$ cat src/core/monitor_pkg.sv
// Constants shared by the contactor feedback monitor and its contour checker.
// Assumes a 100 MHz system clock.
package monitor_pkg;
  localparam int unsigned CLOCK_HZ           = 100_000_000;
  localparam int unsigned FEEDBACK_WINDOW_MS = 500;
  localparam int unsigned FEEDBACK_WINDOW_CYCLES = CLOCK_HZ / 1000 * FEEDBACK_WINDOW_MS;
  localparam int unsigned CONTOUR_TOLERANCE_MM = 200;
  localparam int unsigned DISTANCE_WIDTH     = 16;
  localparam int unsigned FIELD_COUNT        = 4;
  localparam int unsigned TIMER_WIDTH        = 27;
  localparam logic [7:0]  DIAG_NONE          = 8'h00;
  localparam logic [7:0]  DIAG_OPEN_LATE     = 8'h01;
  localparam logic [7:0]  DIAG_CLOSE_LATE    = 8'h02;
  localparam logic [7:0]  DIAG_NOT_CLOSED    = 8'h03;
endpackage

$ cat src/core/contour_if.sv
// Carries one contour sample between the monitor and the contour checker.
// Assumes both ends run on the same clock.
`timescale 1ns/1ps
`default_nettype none
interface contour_if #(parameter int unsigned W = 16);
  logic         sample_valid;
  logic [W-1:0] measured_mm;
  logic [W-1:0] reference_mm;
  logic         check_enable;
  logic         deviation;
  modport monitor (output sample_valid, output measured_mm, output reference_mm,
                   output check_enable, input deviation);
  modport checker_end (input sample_valid, input measured_mm, input reference_mm,
                       input check_enable, output deviation);
endinterface
`default_nettype wire

$ cat src/core/contactor_feedback_monitor.sv
// Safety switch output gate with contactor feedback timing and contour supervision.
// Assumes feedback arrives from a pin and the field/contour inputs are on this clock.
//
// Behaviour
// [RULE1] Contour deviation beyond 200 mm forces outputs off
// [RULE2] Contour check adds to field interruption check
// [RULE3] Contour check only for fields enabling it
// [RULE4] Feedback supervision runs only when enabled
// [RULE5] Feedback must read closed before switching on
// [RULE6] Feedback must open within 500 ms after on
// [RULE7] Feedback must close within 500 ms after off
// [RULE8] Failed feedback check returns outputs off
// [RULE9] Failure shows diagnostic code, enters interlock
// [RULE10] Outside circuit applies 24 V while off
// [RULE11] Outside circuit open while outputs on
// [RULE12] Interlock holds outputs off until recovery
`timescale 1ns/1ps
`default_nettype none
module contactor_feedback_monitor
  import monitor_pkg::*;
#(
  parameter int unsigned WINDOW_CYCLES = FEEDBACK_WINDOW_CYCLES,
  parameter int unsigned FIELDS        = FIELD_COUNT
) (
  input  wire logic                      clock,
  input  wire logic                      rst_b,
  input  wire logic                      clock_enable,
  input  wire logic                      feedback_supervision_enable,
  input  wire logic                      contactor_feedback_input,
  input  wire logic                      release_request,
  input  wire logic                      field_interrupted,
  input  wire logic [$clog2(FIELDS)-1:0] active_field,
  input  wire logic [FIELDS-1:0]         field_contour_enable,
  input  wire logic                      contour_sample_valid,
  input  wire logic [DISTANCE_WIDTH-1:0] measured_mm,
  input  wire logic [DISTANCE_WIDTH-1:0] reference_mm,
  input  wire logic                      fault_recover,
  output logic                           safety_switch_output,
  output logic                           fault_interlock,
  output logic [7:0]                     diagnostic_code
);
  // Elaboration check; a field count that is not a power of two would index past the enables
  if (WINDOW_CYCLES < 1 || WINDOW_CYCLES >= (1 << TIMER_WIDTH) || FIELDS < 2 ||
      FIELDS != (1 << $clog2(FIELDS))) begin
    $error("contactor_feedback_monitor: unsupported parameter values");
  end

  typedef enum logic [4:0] {
    ST_OFF      = 5'b00001,
    ST_WAIT_OPEN  = 5'b00010,
    ST_ON       = 5'b00100,
    ST_WAIT_CLOSE = 5'b01000,
    ST_FAULT    = 5'b10000
  } state_t;

  state_t                 state_reg;
  logic [TIMER_WIDTH-1:0] timer_reg;
  logic                   feedback_meta_reg;
  logic                   feedback_closed_reg;
  logic                   contour_fault;

  // Pin synchroniser; high means the feedback circuit is closed (24 V present)
  always_ff @(posedge clock or negedge rst_b) begin
    if (!rst_b) begin
      feedback_meta_reg   <= 1'b0;
      feedback_closed_reg <= 1'b0;
    end else if (clock_enable) begin
      feedback_meta_reg   <= contactor_feedback_input;
      feedback_closed_reg <= feedback_meta_reg;
    end
  end

  contour_if #(.W(DISTANCE_WIDTH)) contour_bus ();
  assign contour_bus.sample_valid = contour_sample_valid;
  assign contour_bus.measured_mm  = measured_mm;
  assign contour_bus.reference_mm = reference_mm;
  assign contour_bus.check_enable = field_contour_enable[active_field]; // RULE3
  assign contour_fault = contour_bus.deviation; // RULE1

  contour_check #(.TOLERANCE_MM(CONTOUR_TOLERANCE_MM)) u_contour (
    .clock        (clock),
    .rst_b        (rst_b),
    .clock_enable (clock_enable),
    .port         (contour_bus.checker_end)
  );

  logic demand_off;
  // Either check alone drops the outputs
  assign demand_off = !release_request || field_interrupted || contour_fault; // RULE2

  logic timed_out;
  assign timed_out = (timer_reg >= TIMER_WIDTH'(WINDOW_CYCLES - 1));

  // Sequencer for output switching and feedback timing
  always_ff @(posedge clock or negedge rst_b) begin
    if (!rst_b) begin
      state_reg       <= ST_OFF;
      timer_reg       <= '0;
      diagnostic_code <= DIAG_NONE;
    end else if (clock_enable) begin
      case (state_reg)
        ST_OFF: begin
          timer_reg <= '0;
          if (!demand_off) begin
            if (!feedback_supervision_enable) begin // RULE4
              state_reg <= ST_ON;
            end else if (feedback_closed_reg) begin // RULE5
              state_reg <= ST_WAIT_OPEN;
            end
          end
        end
        ST_WAIT_OPEN: begin
          timer_reg <= timer_reg + 1'b1;
          if (!feedback_closed_reg) begin
            state_reg <= demand_off ? ST_WAIT_CLOSE : ST_ON;
            timer_reg <= '0;
          end else if (timed_out) begin // RULE6
            state_reg       <= ST_FAULT; // RULE8
            diagnostic_code <= DIAG_OPEN_LATE; // RULE9
          end
        end
        ST_ON: begin
          timer_reg <= '0;
          if (demand_off) begin
            state_reg <= feedback_supervision_enable ? ST_WAIT_CLOSE : ST_OFF;
          end
        end
        ST_WAIT_CLOSE: begin
          timer_reg <= timer_reg + 1'b1;
          if (feedback_closed_reg) begin
            state_reg <= ST_OFF;
            timer_reg <= '0;
          end else if (timed_out) begin // RULE7
            state_reg       <= ST_FAULT;
            diagnostic_code <= DIAG_CLOSE_LATE; // RULE9
          end
        end
        ST_FAULT: begin
          timer_reg <= '0;
          if (fault_recover) begin // RULE12
            state_reg       <= ST_OFF;
            diagnostic_code <= DIAG_NONE;
          end
        end
        default: begin
          state_reg <= ST_FAULT;
        end
      endcase
    end
  end

  // Outputs registered; switch output on only in states that release the load, interlock on in the fault state
  always_ff @(posedge clock or negedge rst_b) begin
    if (!rst_b) begin
      safety_switch_output <= 1'b0;
      fault_interlock      <= 1'b0;
    end else if (clock_enable) begin
      safety_switch_output <= (state_reg == ST_WAIT_OPEN || state_reg == ST_ON) && !demand_off;
      fault_interlock      <= (state_reg == ST_FAULT);
    end
  end

  property p_fault_holds_off;
    @(posedge clock) disable iff (!rst_b)
      (state_reg == ST_FAULT && clock_enable) |=> !safety_switch_output;
  endproperty
  a_fault_holds_off: assert property (p_fault_holds_off) else $error("output on in fault"); // RULE12

  property p_contour_off;
    @(posedge clock) disable iff (!rst_b)
      (contour_fault && clock_enable) |=> !safety_switch_output;
  endproperty
  a_contour_off: assert property (p_contour_off) else $error("contour deviation kept output on"); // RULE1

  property p_interrupt_off;
    @(posedge clock) disable iff (!rst_b)
      (field_interrupted && clock_enable) |=> !safety_switch_output;
  endproperty
  a_interrupt_off: assert property (p_interrupt_off) else $error("interruption kept output on"); // RULE2

  property p_closed_before_on;
    @(posedge clock) disable iff (!rst_b)
      (state_reg == ST_OFF && clock_enable && feedback_supervision_enable && !feedback_closed_reg)
      |=> state_reg != ST_WAIT_OPEN;
  endproperty
  a_closed_before_on: assert property (p_closed_before_on) else $error("switched on with open feedback"); // RULE5

  property p_open_late;
    @(posedge clock) disable iff (!rst_b)
      (state_reg == ST_WAIT_OPEN && clock_enable && feedback_closed_reg && timed_out)
      |=> (state_reg == ST_FAULT) ##1 fault_interlock;
  endproperty
  a_open_late: assert property (p_open_late) else $error("late opening not faulted"); // RULE6

  property p_close_late;
    @(posedge clock) disable iff (!rst_b)
      (state_reg == ST_WAIT_CLOSE && clock_enable && !feedback_closed_reg && timed_out)
      |=> (state_reg == ST_FAULT) && diagnostic_code == DIAG_CLOSE_LATE;
  endproperty
  a_close_late: assert property (p_close_late) else $error("late closing not faulted"); // RULE7

  property p_fault_diag;
    @(posedge clock) disable iff (!rst_b)
      $rose(fault_interlock) |-> diagnostic_code != DIAG_NONE && !safety_switch_output;
  endproperty
  a_fault_diag: assert property (p_fault_diag) else $error("fault without diagnostic"); // RULE9

  property p_disabled_no_fault;
    @(posedge clock) disable iff (!rst_b)
      (!feedback_supervision_enable && clock_enable && state_reg == ST_OFF) |=> state_reg != ST_WAIT_OPEN;
  endproperty
  a_disabled_no_fault: assert property (p_disabled_no_fault) else $error("supervision ran disabled"); // RULE4

  property p_timer_bound;
    @(posedge clock) disable iff (!rst_b)
      timer_reg <= TIMER_WIDTH'(WINDOW_CYCLES);
  endproperty
  a_timer_bound: assert property (p_timer_bound) else $error("feedback timer overran"); // RULE6 RULE7

  c_on: cover property (@(posedge clock) disable iff (!rst_b) $rose(safety_switch_output));
  c_cycle: cover property (@(posedge clock) disable iff (!rst_b)
    state_reg == ST_WAIT_CLOSE ##1 state_reg == ST_OFF);
  c_fault: cover property (@(posedge clock) disable iff (!rst_b) $rose(fault_interlock));
  c_contour: cover property (@(posedge clock) disable iff (!rst_b) contour_fault);
endmodule
`default_nettype wire

$ cat src/core/contour_check.sv
// Compares a measured contour sample with the stored reference.
// Assumes samples arrive on the system clock, one per valid cycle.
`timescale 1ns/1ps
`default_nettype none
module contour_check
  import monitor_pkg::*;
#(
  parameter int unsigned TOLERANCE_MM = CONTOUR_TOLERANCE_MM
) (
  input  wire logic  clock,
  input  wire logic  rst_b,
  input  wire logic  clock_enable,
  contour_if.checker_end port
);
  localparam int unsigned W = DISTANCE_WIDTH;

  if (TOLERANCE_MM >= (1 << W)) begin
    $error("contour_check: tolerance does not fit the distance width");
  end

  function automatic logic [W-1:0] abs_diff(input logic [W-1:0] a, input logic [W-1:0] b);
    abs_diff = (a > b) ? a - b : b - a;
  endfunction

  logic deviation_reg;
  assign port.deviation = deviation_reg;

  always_ff @(posedge clock or negedge rst_b) begin
    if (!rst_b) begin
      deviation_reg <= 1'b0;
    end else if (clock_enable) begin
      deviation_reg <= port.sample_valid && port.check_enable &&
                       (abs_diff(port.measured_mm, port.reference_mm) > W'(TOLERANCE_MM));
    end
  end
endmodule
`default_nettype wire

$ cat config.mk
export PLATFORM = sky130hd
export DESIGN_NAME = contactor_feedback_monitor
export DESIGN_NICKNAME = d
export VERILOG_FILES = /design/src/core/monitor_pkg.sv /design/src/core/contour_if.sv /design/src/core/contactor_feedback_monitor.sv /design/src/core/contour_check.sv
export SDC_FILE = /design/constraint.sdc
export NUM_CORES = 1
export LEC_CHECK = 0
export BUFFER_PORTS_ARGS = -buffer_cell sky130_fd_sc_hd__buf_2
export CAP_MARGIN = 20
export CORE_MARGIN = 1.5
export CORE_UTILIZATION = 45
export DETAILED_ROUTE_END_ITERATION = 10
export GPL_ROUTABILITY_DRIVEN = 0
export GPL_TIMING_DRIVEN = 0
export HOLD_SLACK_MARGIN = 0.05
export PLACE_DENSITY = 0.74
export SYNTH_ARGS = -nofsm -noshare
export SYNTH_HDL_FRONTEND = slang
export SYNTH_SLANG_ARGS = --single-unit
$ cat constraint.sdc
create_clock -name clock -period 6.3 [get_ports clock]
set_clock_uncertainty 0.15 [all_clocks]
set_input_delay 0.63 -clock clock [delete_from_list [all_inputs] [get_ports clock]]
set_output_delay 0.63 -clock clock [all_outputs]
set_load 0.005 [all_outputs]
==> impl_metrics.json, run 1 <==
{
  "cells_along_the_critical_path": "buf_2 > inv_1 > ha_1 > fa_1 > nand2b_1 > a21oi_1 > o211ai_1 > a21oi_2 > buf_4 > nand3_1 > a31oi_1 > xnor2_1 > a21oi_1 > a41oi_1",
  "antenna_found_initial": 0,
  "port-buffer-count": 50,
  "cpMostUsedCell": "a21oi_1",
  "synth_top_cell_by_area": "dfrtp_1",
  "critical_path_start_end_classification": "primary input to register",
  "post-route-drc-count": 0,
  "cp_num_buf_inv": 3,
  "synth_top_flop_cell": "dfrtp_1",
  "critical_path_peak_fanout": 10,
  "worstSkewPairLatency_ps": 290,
  "num_io_pins": 57,
  "final_max_slew_viol_count": 0,
  "worstPathRequired_ps": 6310,
  "fp.dieW_um": 96.0,
  "tritoncts": "done",
  "setup_tns_after_final_layout_ps": 0,
  "final.hold.worst_slack_ps": 292,
  "drtIter0Drc": 207,
  "grt_start_max_net_pins": 40,
  "critical_path.slowest_cell": "a21oi_2",
  "dpl.hpwl_um": 7110,
  "synth_seq_cells": 39,
  "grt_setup_unrepaired": "false",
  "cts_max_path_buffers": 2,
  "final_hold_viol_count": 0,
  "viasPerCell": 5.62,
  "tightestPinTransition_ps": 848,
  "final_min_period_over_clock_period_pct": 54.7,
  "slowest_delay_ps": 460,
  "endpoint_kind": "register",
  "mostFrequentLayoutCell": "buf_2",
  "worstHoldPathType": "primary input to asynchronous set/reset pin",
  "pre_cts_setup_slack_ps": 2600,
  "finalPower_uw": 866,
  "synth.distinct_cells": 63,
  "timing.rr.start": "state_reg[4]",
  "n_antenna_cell": 0,
  "drt_pass1_iterations": 5,
  "critical_path.top_delay_family": "compound AO/OA/AOI/OAI gates",
  "rows": 33,
  "maximum_operating_frequency_mhz": 290,
  "yosys_warnings": 0,
  "syn_avg_cell_area_um2": 7.77,
  "final.setup.worst_slack_ps": 2850,
  "largest_register_ffs": 27,
  "dieArea_um2": 9220,
  "fp.coreArea_um2": 8300,
  "synth.cell_area_um2": 3890,
  "finalCoreUtilization_pct": 52.7,
  "ff2ff_setup_slack_ps": 3440,
  "layout_common_cells": "56 x buf_2, 47 x o21ai_0, 46 x a21oi_1",
  "initial_cell_density_of_the_core_pct": 46.9,
  "clock-sinks": 39,
  "r2r_end": "timer_reg[25]",
  "status": "complete, no violations",
  "post_drt_wl_per_cell_um": 13.5,
  "timing.critical_path.depth": 14,
  "power-per-cell-area_nw_per_um2": 198,
  "vdd_drop_max_uv": 94.7,
  "grt_use_met2_pct": 34.4,
  "final-setup-viol-count": 0,
  "share_of_final_layout_standard_cells_stronger_than_drive_strength_1_pct": 16.3,
  "timing.reg2reg.worst_path_depth": 8,
  "synth.area.top_cells": "dfrtp_1 24%, ha_1 10%, o21ai_0 6.0%",
  "synthesis.instances": 501,
  "cts_hold_repair.buffers": 0,
  "timing.max_slew.rel_slack_pct": 43.5,
  "htree_levels": 2,
  "period_needed_ps": 3450,
  "cap_violations": 0,
  "grtUsageTotal_pct": 20.5,
  "clkSlewWorstSetupHoldPaths_ps": 70,
  "syn_to_final_growth_pct": 12.4,
  "worst-endpoint-arrival_ps": 3460,
  "root_buffer_cell": "clkbuf_8",
  "global_route_wire_length_before_repair_um": 15300,
  "globalRouteMet1Util_pct": 28.3,
  "n_fill_cell": 814,
  "gr-usage-met3_pct": 2.84,
  "globalRouteOverflowTotal": 0,
  "globalRoute.busiestLayer": "met2",
  "yosysTopAreaCellShare_pct": 24.4,
  "first_global_vias": 3430,
  "postcts_resize_cnt": 0,
  "static-leakage-power_uw": 0.00217,
  "postCtsSetupRepairBufs": 0,
  "cp-start-kind": "primary input",
  "fp.dieH_um": 96.0,
  "drt.antenna.violating_nets": 0,
  "seq_area_frac_synth_pct": 25.1,
  "finalNetCount": 644,
  "routed-via-count": 3761,
  "synth-edff-count": 0,
  "asyncSetResetFlopFracSynth_pct": 100,
  "total_detailed_routing_wirelength_um": 9040,
  "total_clock_buffers_created_by_cts": 5
}
==> per-stage QoR <==
stage	cells	instance area, um^2
CTS	669	4370
detailed placement	661	4290
floorplan	506	3910
global placement	661	4290
finish	669	4370
global route	669	4370
==> final cells by class <==
| type | count | area [um^2] | area share, % |
|---|---|---|---|
| Buffer | 25 | 150 | 3.43 |
| Clock buffer | 7 | 76.3 | 1.74 |
| Clock inverter | 1 | 5.00 | 0.114 |
| Inverter | 44 | 165 | 3.78 |
| Multi-Input combinational cell | 398 | 2620 | 59.9 |
| Sequential cell | 39 | 977 | 22.3 |
| Tap cell | 105 | 131 | 3.00 |
| Timing Repair Buffer | 50 | 250 | 5.72 |
==> worst max path at each step <==
stage,slack (ps),endpoint,from
2_1_floorplan,3170,u_contour.port.deviation,measured_mm[0]
3_3_place_gp,2640,u_contour.port.deviation,measured_mm[0]
3_5_place_dp,2600,u_contour.port.deviation,measured_mm[0]
4_1_cts,2890,u_contour.port.deviation,measured_mm[0]
5_1_grt,2730,u_contour.port.deviation,measured_mm[0]
6_report,2850,u_contour.port.deviation,measured_mm[0]
==> metal layers <==
layer  routed length [um]  part of all wire (%)
met5                    0                     0
met1                 4360                    48
met3                  369                   4.1
met2                 4280                    47
met4                   35                  0.39
==> kinds of logic after synthesis <==
| group | share of synthesized area, % |
|---|---|
| AOI/OAI and AO/OA | 24.4 |
| xor gates and xnor gates | 6.53 |
| adders and majority gates | 11.3 |
| buffers and inverters | 8.10 |
| DFF | 25.1 |
| muxes | 3.05 |
| other | 0.0963 |
| and+or+nand+nor | 21.4 |
==> worst reg2reg max path: cells and delay by family, from the launching register on <==
family	cells	cell delay, ps
AND/OR/NAND/NOR	5	980
buffers and inverters	2	690
flip-flops	1	460
AO/OA/AOI/OAI	1	440
==> report_power, final <==
| part | internal, uW | switching (uW) |
|---|---|---|
| Sequential | 273 | 24.6 |
| Clock | 77.7 | 84.9 |
| Combinational | 157 | 249 |
==> synthesized netlist by cell type (7+ instances only) <==
cell / number
and3_1: 14
nor2_1: 44
clkbuf_1: 8
buf_4: 9
xnor2_1: 12
or3_1: 7
nand3_1: 14
inv_1: 44
nor3_1: 8
a21o_1: 10
xor2_1: 17
nand2_1: 45
ha_1: 32
o21ai_0: 47
nand4_1: 9
a21oi_1: 46
dfrtp_1: 38
No activity file was read; power rests on OpenSTA's default activity.
==> run 2, diff against run 1 <==
--- a/config.mk
+++ b/config.mk
@@ -5,6 +5,7 @@
 export SDC_FILE = /design/constraint.sdc
 export NUM_CORES = 1
 export LEC_CHECK = 0
+export ABC_AREA = 1
 export BUFFER_PORTS_ARGS = -buffer_cell sky130_fd_sc_hd__buf_2
 export CAP_MARGIN = 20
 export CORE_MARGIN = 1.5
@@ -13,7 +14,7 @@
 export GPL_ROUTABILITY_DRIVEN = 0
 export GPL_TIMING_DRIVEN = 0
 export HOLD_SLACK_MARGIN = 0.05
-export PLACE_DENSITY = 0.74
+export PLACE_DENSITY = 0.73
 export SYNTH_ARGS = -nofsm -noshare
 export SYNTH_HDL_FRONTEND = slang
 export SYNTH_SLANG_ARGS = --single-unit
==> constraint.sdc (replaced) <==
create_clock -name clock -period 3.4 [get_ports clock]
set_clock_uncertainty 0.15 [all_clocks]
set_input_delay 0.34 -clock clock [delete_from_list [all_inputs] [get_ports clock]]
set_output_delay 0.34 -clock clock [all_outputs]
set_load 0.005 [all_outputs]
==> impl_metrics.json, run 2 <==
{
  "worstHoldPathType": "primary input to register",
  "synth-edff-count": 0,
  "layout_common_cells": "245 x nand2_1, 140 x inv_1, 62 x nor2_1",
  "cp-start-kind": "primary input",
  "postcts_resize_cnt": 0,
  "final_max_slew_viol_count": 0,
  "seq_area_frac_synth_pct": 21.0,
  "synth_top_cell_by_area": "dfrtp_1",
  "cp_num_buf_inv": 3,
  "fp.dieH_um": 105,
  "dieArea_um2": 10900,
  "final_min_period_over_clock_period_pct": 71.2,
  "cells_along_the_critical_path": "buf_2 > inv_1 > ha_1 > fa_1 > inv_1 > nand3_1 > nand2_1 > nand2_1 > nand2_2 > nand2_4 > a21boi_2 > nand2_1 > nand2_1 > nand2_1 > nor2_1 > nand3_1 > nand2_1 > nand2_1",
  "endpoint_kind": "register",
  "finalNetCount": 911,
  "drtIter0Drc": 143,
  "slowest_delay_ps": 410,
  "antenna_found_initial": 0,
  "status": "complete, no violations",
  "clkSlewWorstSetupHoldPaths_ps": 80,
  "vdd_drop_max_uv": 240,
  "critical_path_start_end_classification": "primary input to register",
  "critical_path.top_delay_family": "simple AND/OR/NAND/NOR gates",
  "static-leakage-power_uw": 0.00294,
  "syn_to_final_growth_pct": 11.5,
  "critical_path.slowest_cell": "fa_1",
  "cpMostUsedCell": "nand2_1",
  "power-per-cell-area_nw_per_um2": 341,
  "viasPerCell": 4.84,
  "share_of_final_layout_standard_cells_stronger_than_drive_strength_1_pct": 15.3,
  "asyncSetResetFlopFracSynth_pct": 100,
  "rows": 36,
  "critical_path_peak_fanout": 5,
  "most_numerous_cell_types_in_the_synthesized_netlist": "245 x nand2_1, 140 x inv_1, 62 x nor2_1, 54 x nand3_1, 38 x dfrtp_1",
  "cts_hold_repair.buffers": 1,
  "tightestPinTransition_ps": 849,
  "n_antenna_cell": 0,
  "synth_seq_cells": 39,
  "mostFrequentLayoutCell": "nand2_1",
  "port-buffer-count": 50,
  "post_drt_wl_per_cell_um": 10.7,
  "routed-via-count": 4658,
  "drt.antenna.violating_nets": 0,
  "initial_cell_density_of_the_core_pct": 46.9,
  "global_route_wire_length_before_repair_um": 18500,
  "cap_violations": 0,
  "post-route-drc-count": 0,
  "hold_path_startpoint": "contactor_feedback_input",
  "cp-startpoint": "measured_mm[0]",
  "largest_register_ffs": 27,
  "maximum_operating_frequency_mhz": 413,
  "clock-sinks": 39,
  "yosysTopAreaCellShare_pct": 20.5,
  "total_detailed_routing_wirelength_um": 10300,
  "synth.distinct_cells": 48,
  "root_buffer_cell": "clkbuf_8",
  "setup_tns_after_final_layout_ps": 0,
  "tritoncts": "done",
  "total_clock_buffers_created_by_cts": 5,
  "synth_most_common_cell": "nand2_1",
  "period_needed_ps": 2420,
  "drt_pass1_iterations": 4,
  "cts_max_path_buffers": 2,
  "num_io_pins": 57,
  "grtUsageTotal_pct": 19.9,
  "grt_start_max_net_pins": 40,
  "worst-endpoint-arrival_ps": 2450,
  "synth_top_flop_cell": "dfrtp_1",
  "final_hold_viol_count": 0,
  "syn_avg_cell_area_um2": 6.06,
  "timing.max_slew.rel_slack_pct": 43.4,
  "first_global_vias": 4391,
  "fp.coreArea_um2": 9910,
  "dpl.hpwl_um": 8700,
  "postCtsSetupRepairBufs": 0,
  "synth.cell_area_um2": 4640,
  "worstPathRequired_ps": 3430,
  "fp.dieW_um": 105,
  "synth.area.top_cells": "dfrtp_1 20%, nand2_1 20%, inv_1 11%",
  "yosys_warnings": 0,
  "worstSkewPairLatency_ps": 290,
  "final-setup-viol-count": 0,
  "grt_setup_unrepaired": "false",
  "finalPower_uw": 1770,
  "htree_levels": 2,
  "globalRouteOverflowTotal": 0,
  "synthesis.instances": 767,
  "timing.rr.start": "timer_reg[0]"
}
-- run 2: layout make-up --
cell class,count,area (um^2)
fillers,1084,4730
multi-input cells,559,2980
repair buffers,51,260
well taps,133,166
clock inverters,1,5.00
clock buffers,6,82.6
plain buffers,16,115
flip-flops and latches,39,977
inverters,158,596
-- run 2: metal layers --
metal  GRT usage, %  vias up  wire (um)
li1               -     2495          -
met1           25.6     2080       4990
met2           36.1       74       4970
met3           2.06        9        312
met4           3.52        0         72
met5              0        -          0
-- run 2: through the flow --
stage                     cells  worst slack, ps  util [%]  hold WS (ps)  area (um^2)
final                       963              978      52.2           114         5180
after global routing        963              805      52.2           127         5180
after CTS                   963              945      52.2           114         5180
after detailed placement    955              648      51.3           321         5080
after global placement      955              665      51.3           313         5080
after floorplan             772             1070         -          -106         4660
-- run 2: logic make-up after synthesis --
kind of cell             after synthesis  share of synthesized area (%)
adder cells (fa/ha/maj)               34                           9.48
flip-flops                            39                           21.0
AND/OR/NAND/NOR                      435                           42.3
XOR/XNOR                              17                           3.21
other                                  1                         0.0807
buffers and inverters                174                           15.3
AO/OA/AOI/OAI                         67                           8.62
-- run 2: power by group --
| group | internal, uW | switching (uW) | total, uW | leakage, uW |
|---|---|---|---|---|
| combinational | 305 | 578 | 883 | 0.00236 |
| clock | 159 | 156 | 315 | 0.0000470 |
| sequential | 516 | 51.9 | 568 | 0.000529 |
-- run 2: final timing paths --
| check | end | slack (ps) | cells past startpoint |
|---|---|---|---|
| setup / recovery | u_contour.port.deviation | 980 | 18 |
| hold / removal | feedback_meta_reg | 110 | 3 |
| setup reg to reg | timer_reg[24] | 1150 | 10 |
| hold reg to reg | u_contour.port.deviation | 330 | 2 |
| max in group asynchronous | timer_reg[22] | 2020 | 2 |
| min in group asynchronous | state_reg[2] | 540 | 2 |
-- run 2: worst reg2reg max path, cell delays in order, from the launching register on --
cell     delay, ps
dfrtp_1        400
ha_1           200
nand3_1        140
nor2_1         220
inv_2           70
nor4_2         200
nand2_1        230
nor3_2         200
nand3_1        130
xor2_1         150
nor2_1          50
==> run 3, diff against run 2 <==
--- a/config.mk
+++ b/config.mk
@@ -14,7 +14,7 @@
 export GPL_ROUTABILITY_DRIVEN = 0
 export GPL_TIMING_DRIVEN = 0
 export HOLD_SLACK_MARGIN = 0.05
-export PLACE_DENSITY = 0.73
+export PLACE_DENSITY = 0.76
 export SYNTH_ARGS = -nofsm -noshare
 export SYNTH_HDL_FRONTEND = slang
 export SYNTH_SLANG_ARGS = --single-unit
==> constraint.sdc (replaced) <==
create_clock -name clock -period 2.2 [get_ports clock]
set_clock_uncertainty 0.15 [all_clocks]
set_input_delay 0.22 -clock clock [delete_from_list [all_inputs] [get_ports clock]]
set_output_delay 0.22 -clock clock [all_outputs]
set_load 0.005 [all_outputs]
==> impl_metrics.json, run 3 (same netlist as run 2, synthesis figures left out) <==
{
  "drtIter0Drc": 226,
  "htree_levels": 2,
  "worstHoldPathType": "primary input to register",
  "global_route_wire_length_before_repair_um": 18300,
  "critical_path.slowest_cell": "fa_2",
  "routed-via-count": 4713,
  "static-leakage-power_uw": 0.00302,
  "total_detailed_routing_wirelength_um": 10800,
  "grt_setup_unrepaired": "true",
  "timing.max_slew.rel_slack_pct": 44.4,
  "total_clock_buffers_created_by_cts": 5,
  "mostFrequentLayoutCell": "nand2_1",
  "final_min_period_over_clock_period_pct": 95.1,
  "cp-start-kind": "primary input",
  "antenna_found_initial": 0,
  "maximum_operating_frequency_mhz": 478,
  "n_antenna_cell": 0,
  "worstPathRequired_ps": 2230,
  "cts_max_path_buffers": 2,
  "syn_to_final_growth_pct": 16.9,
  "power-per-cell-area_nw_per_um2": 534,
  "drt.antenna.violating_nets": 0,
  "final-setup-viol-count": 0,
  "cap_violations": 0,
  "critical_path_start_end_classification": "primary input to register",
  "grtUsageTotal_pct": 19.7,
  "largest_register_ffs": 27,
  "final.setup.worst_slack_ps": 107,
  "n_fill_cell": 1030,
  "pre_cts_setup_slack_ps": -316,
  "tightestPinTransition_ps": 833,
  "cells_along_the_critical_path": "buf_2 > inv_1 > ha_2 > fa_2 > inv_2 > nand3_1 > nand2_2 > nand2_2 > nand2_2 > nand2_4 > nand2_4 > nand2_4 > buf_6 > nand2_2 > nand2_1 > inv_2 > nand2_1 > nor2_1 > nand3_1 > nand2_1 > nand2_1",
  "fp.dieW_um": 105,
  "hold_path_startpoint": "clock_enable",
  "post-route-drc-count": 0,
  "port-buffer-count": 50,
  "share_of_final_layout_standard_cells_stronger_than_drive_strength_1_pct": 20.0,
  "num_io_pins": 57,
  "vdd_drop_max_uv": 277,
  "critical_path_peak_fanout": 5,
  "root_buffer_cell": "clkbuf_8",
  "slowest_delay_ps": 370,
  "layout_common_cells": "235 x nand2_1, 139 x inv_1, 59 x nor2_1",
  "globalRouteOverflowTotal": 0,
  "viasPerCell": 4.86,
  "period_needed_ps": 2090,
  "final_hold_viol_count": 0,
  "endpoint_kind": "register",
  "fp.coreArea_um2": 9910,
  "clkSlewWorstSetupHoldPaths_ps": 70,
  "post_drt_wl_per_cell_um": 11.1,
  "rows": 36,
  "dpl.hpwl_um": 8580,
  "final.hold.worst_slack_ps": 57.8,
  "clock-sinks": 39,
  "finalNetCount": 917,
  "worst-endpoint-arrival_ps": 2130,
  "status": "complete, no violations",
  "timing.rr.start": "timer_reg[0]",
  "first_global_vias": 4323,
  "final_max_slew_viol_count": 0,
  "cp-startpoint": "measured_mm[0]",
  "drt_pass1_iterations": 5,
  "grt_start_max_net_pins": 40,
  "fp.dieH_um": 105,
  "tritoncts": "done",
  "initial_cell_density_of_the_core_pct": 46.9,
  "worstSkewPairLatency_ps": 290,
  "dieArea_um2": 10900
}
==> run 3: changes by cell type in the layout (fill, tap and decap cells not counted), moves of 4 or more <==
cell     delta
buf_2       -4
buf_4       +8
ha_1       -12
nand2_2     +8
nor3_1      -4
ha_2       +12
nand2_1    -10
==> run 3: worst paths after layout <==
path                                             to  slack [ps]  cells past startpoint
max in group asynchronous              state_reg[1]         950                      2
setup / recovery           u_contour.port.deviation         110                     21
min in group asynchronous              state_reg[2]         410                      2
hold / removal                  feedback_closed_reg          60                      2
setup reg to reg                      timer_reg[26]         120                     10
hold reg to reg                     fault_interlock         340                      2
==> run 3: metrics by stage <==
| step | std cells | cell area (um^2) | setup TNS (ps) | total power (uW) | utilization, % |
|---|---|---|---|---|---|
| floorplan | 772 | 4670 | 0 | 1910 | - |
| global placement | 955 | 5080 | -420 | 2250 | 51.3 |
| detailed placement | 955 | 5080 | -405 | 2260 | 51.3 |
| CTS | 967 | 5230 | 0 | 2800 | 52.8 |
| global route | 970 | 5430 | -161 | 3130 | 54.8 |
| finish | 970 | 5430 | 0 | 2900 | 54.8 |
==> run 3: final cells by class <==
class	count	area, um^2	share of cell area, %
Multi-Input combinational cell	559	3140	57.8
Sequential cell	39	977	18.0
Inverter	158	601	11.1
Timing Repair Buffer	60	337	6.20
Tap cell	133	166	3.07
Buffer	13	110	2.03
Clock buffer	8	100	1.84
==> run 3: power by group <==
group / total [uW] / switching, uW / internal, uW / leakage (uW)
sequential: 877 / 79.7 / 798 / 0.000529
combinational: 1490 / 950 / 539 / 0.00244
clock: 533 / 247 / 286 / 0.0000515
==> run 3: layer usage <==
| layer | routed length, um | track usage [%] |
|---|---|---|
| met5 | 0 | 0 |
| met4 | 92 | 3.33 |
| met3 | 436 | 1.68 |
| met2 | 5160 | 35.5 |
| met1 | 5070 | 25.9 |
==> run 3: critical path: cells and delay by family <==
kind | cells | cell delay (ps)
simple gates | 14 | 970
fa+ha+maj | 2 | 560
buf+inv | 5 | 370
==> run 3: what timing repair did <==
action                                  in CTS  in global routing
pin swaps                                    1                  8
cloned                                       0                  1
endpoints found under the setup margin      12                 21
hold buffers                                 3                  0
buffers inserted                             1                  5
gates resized for setup                      3                 50
hold endpoints to repair                    39                  0
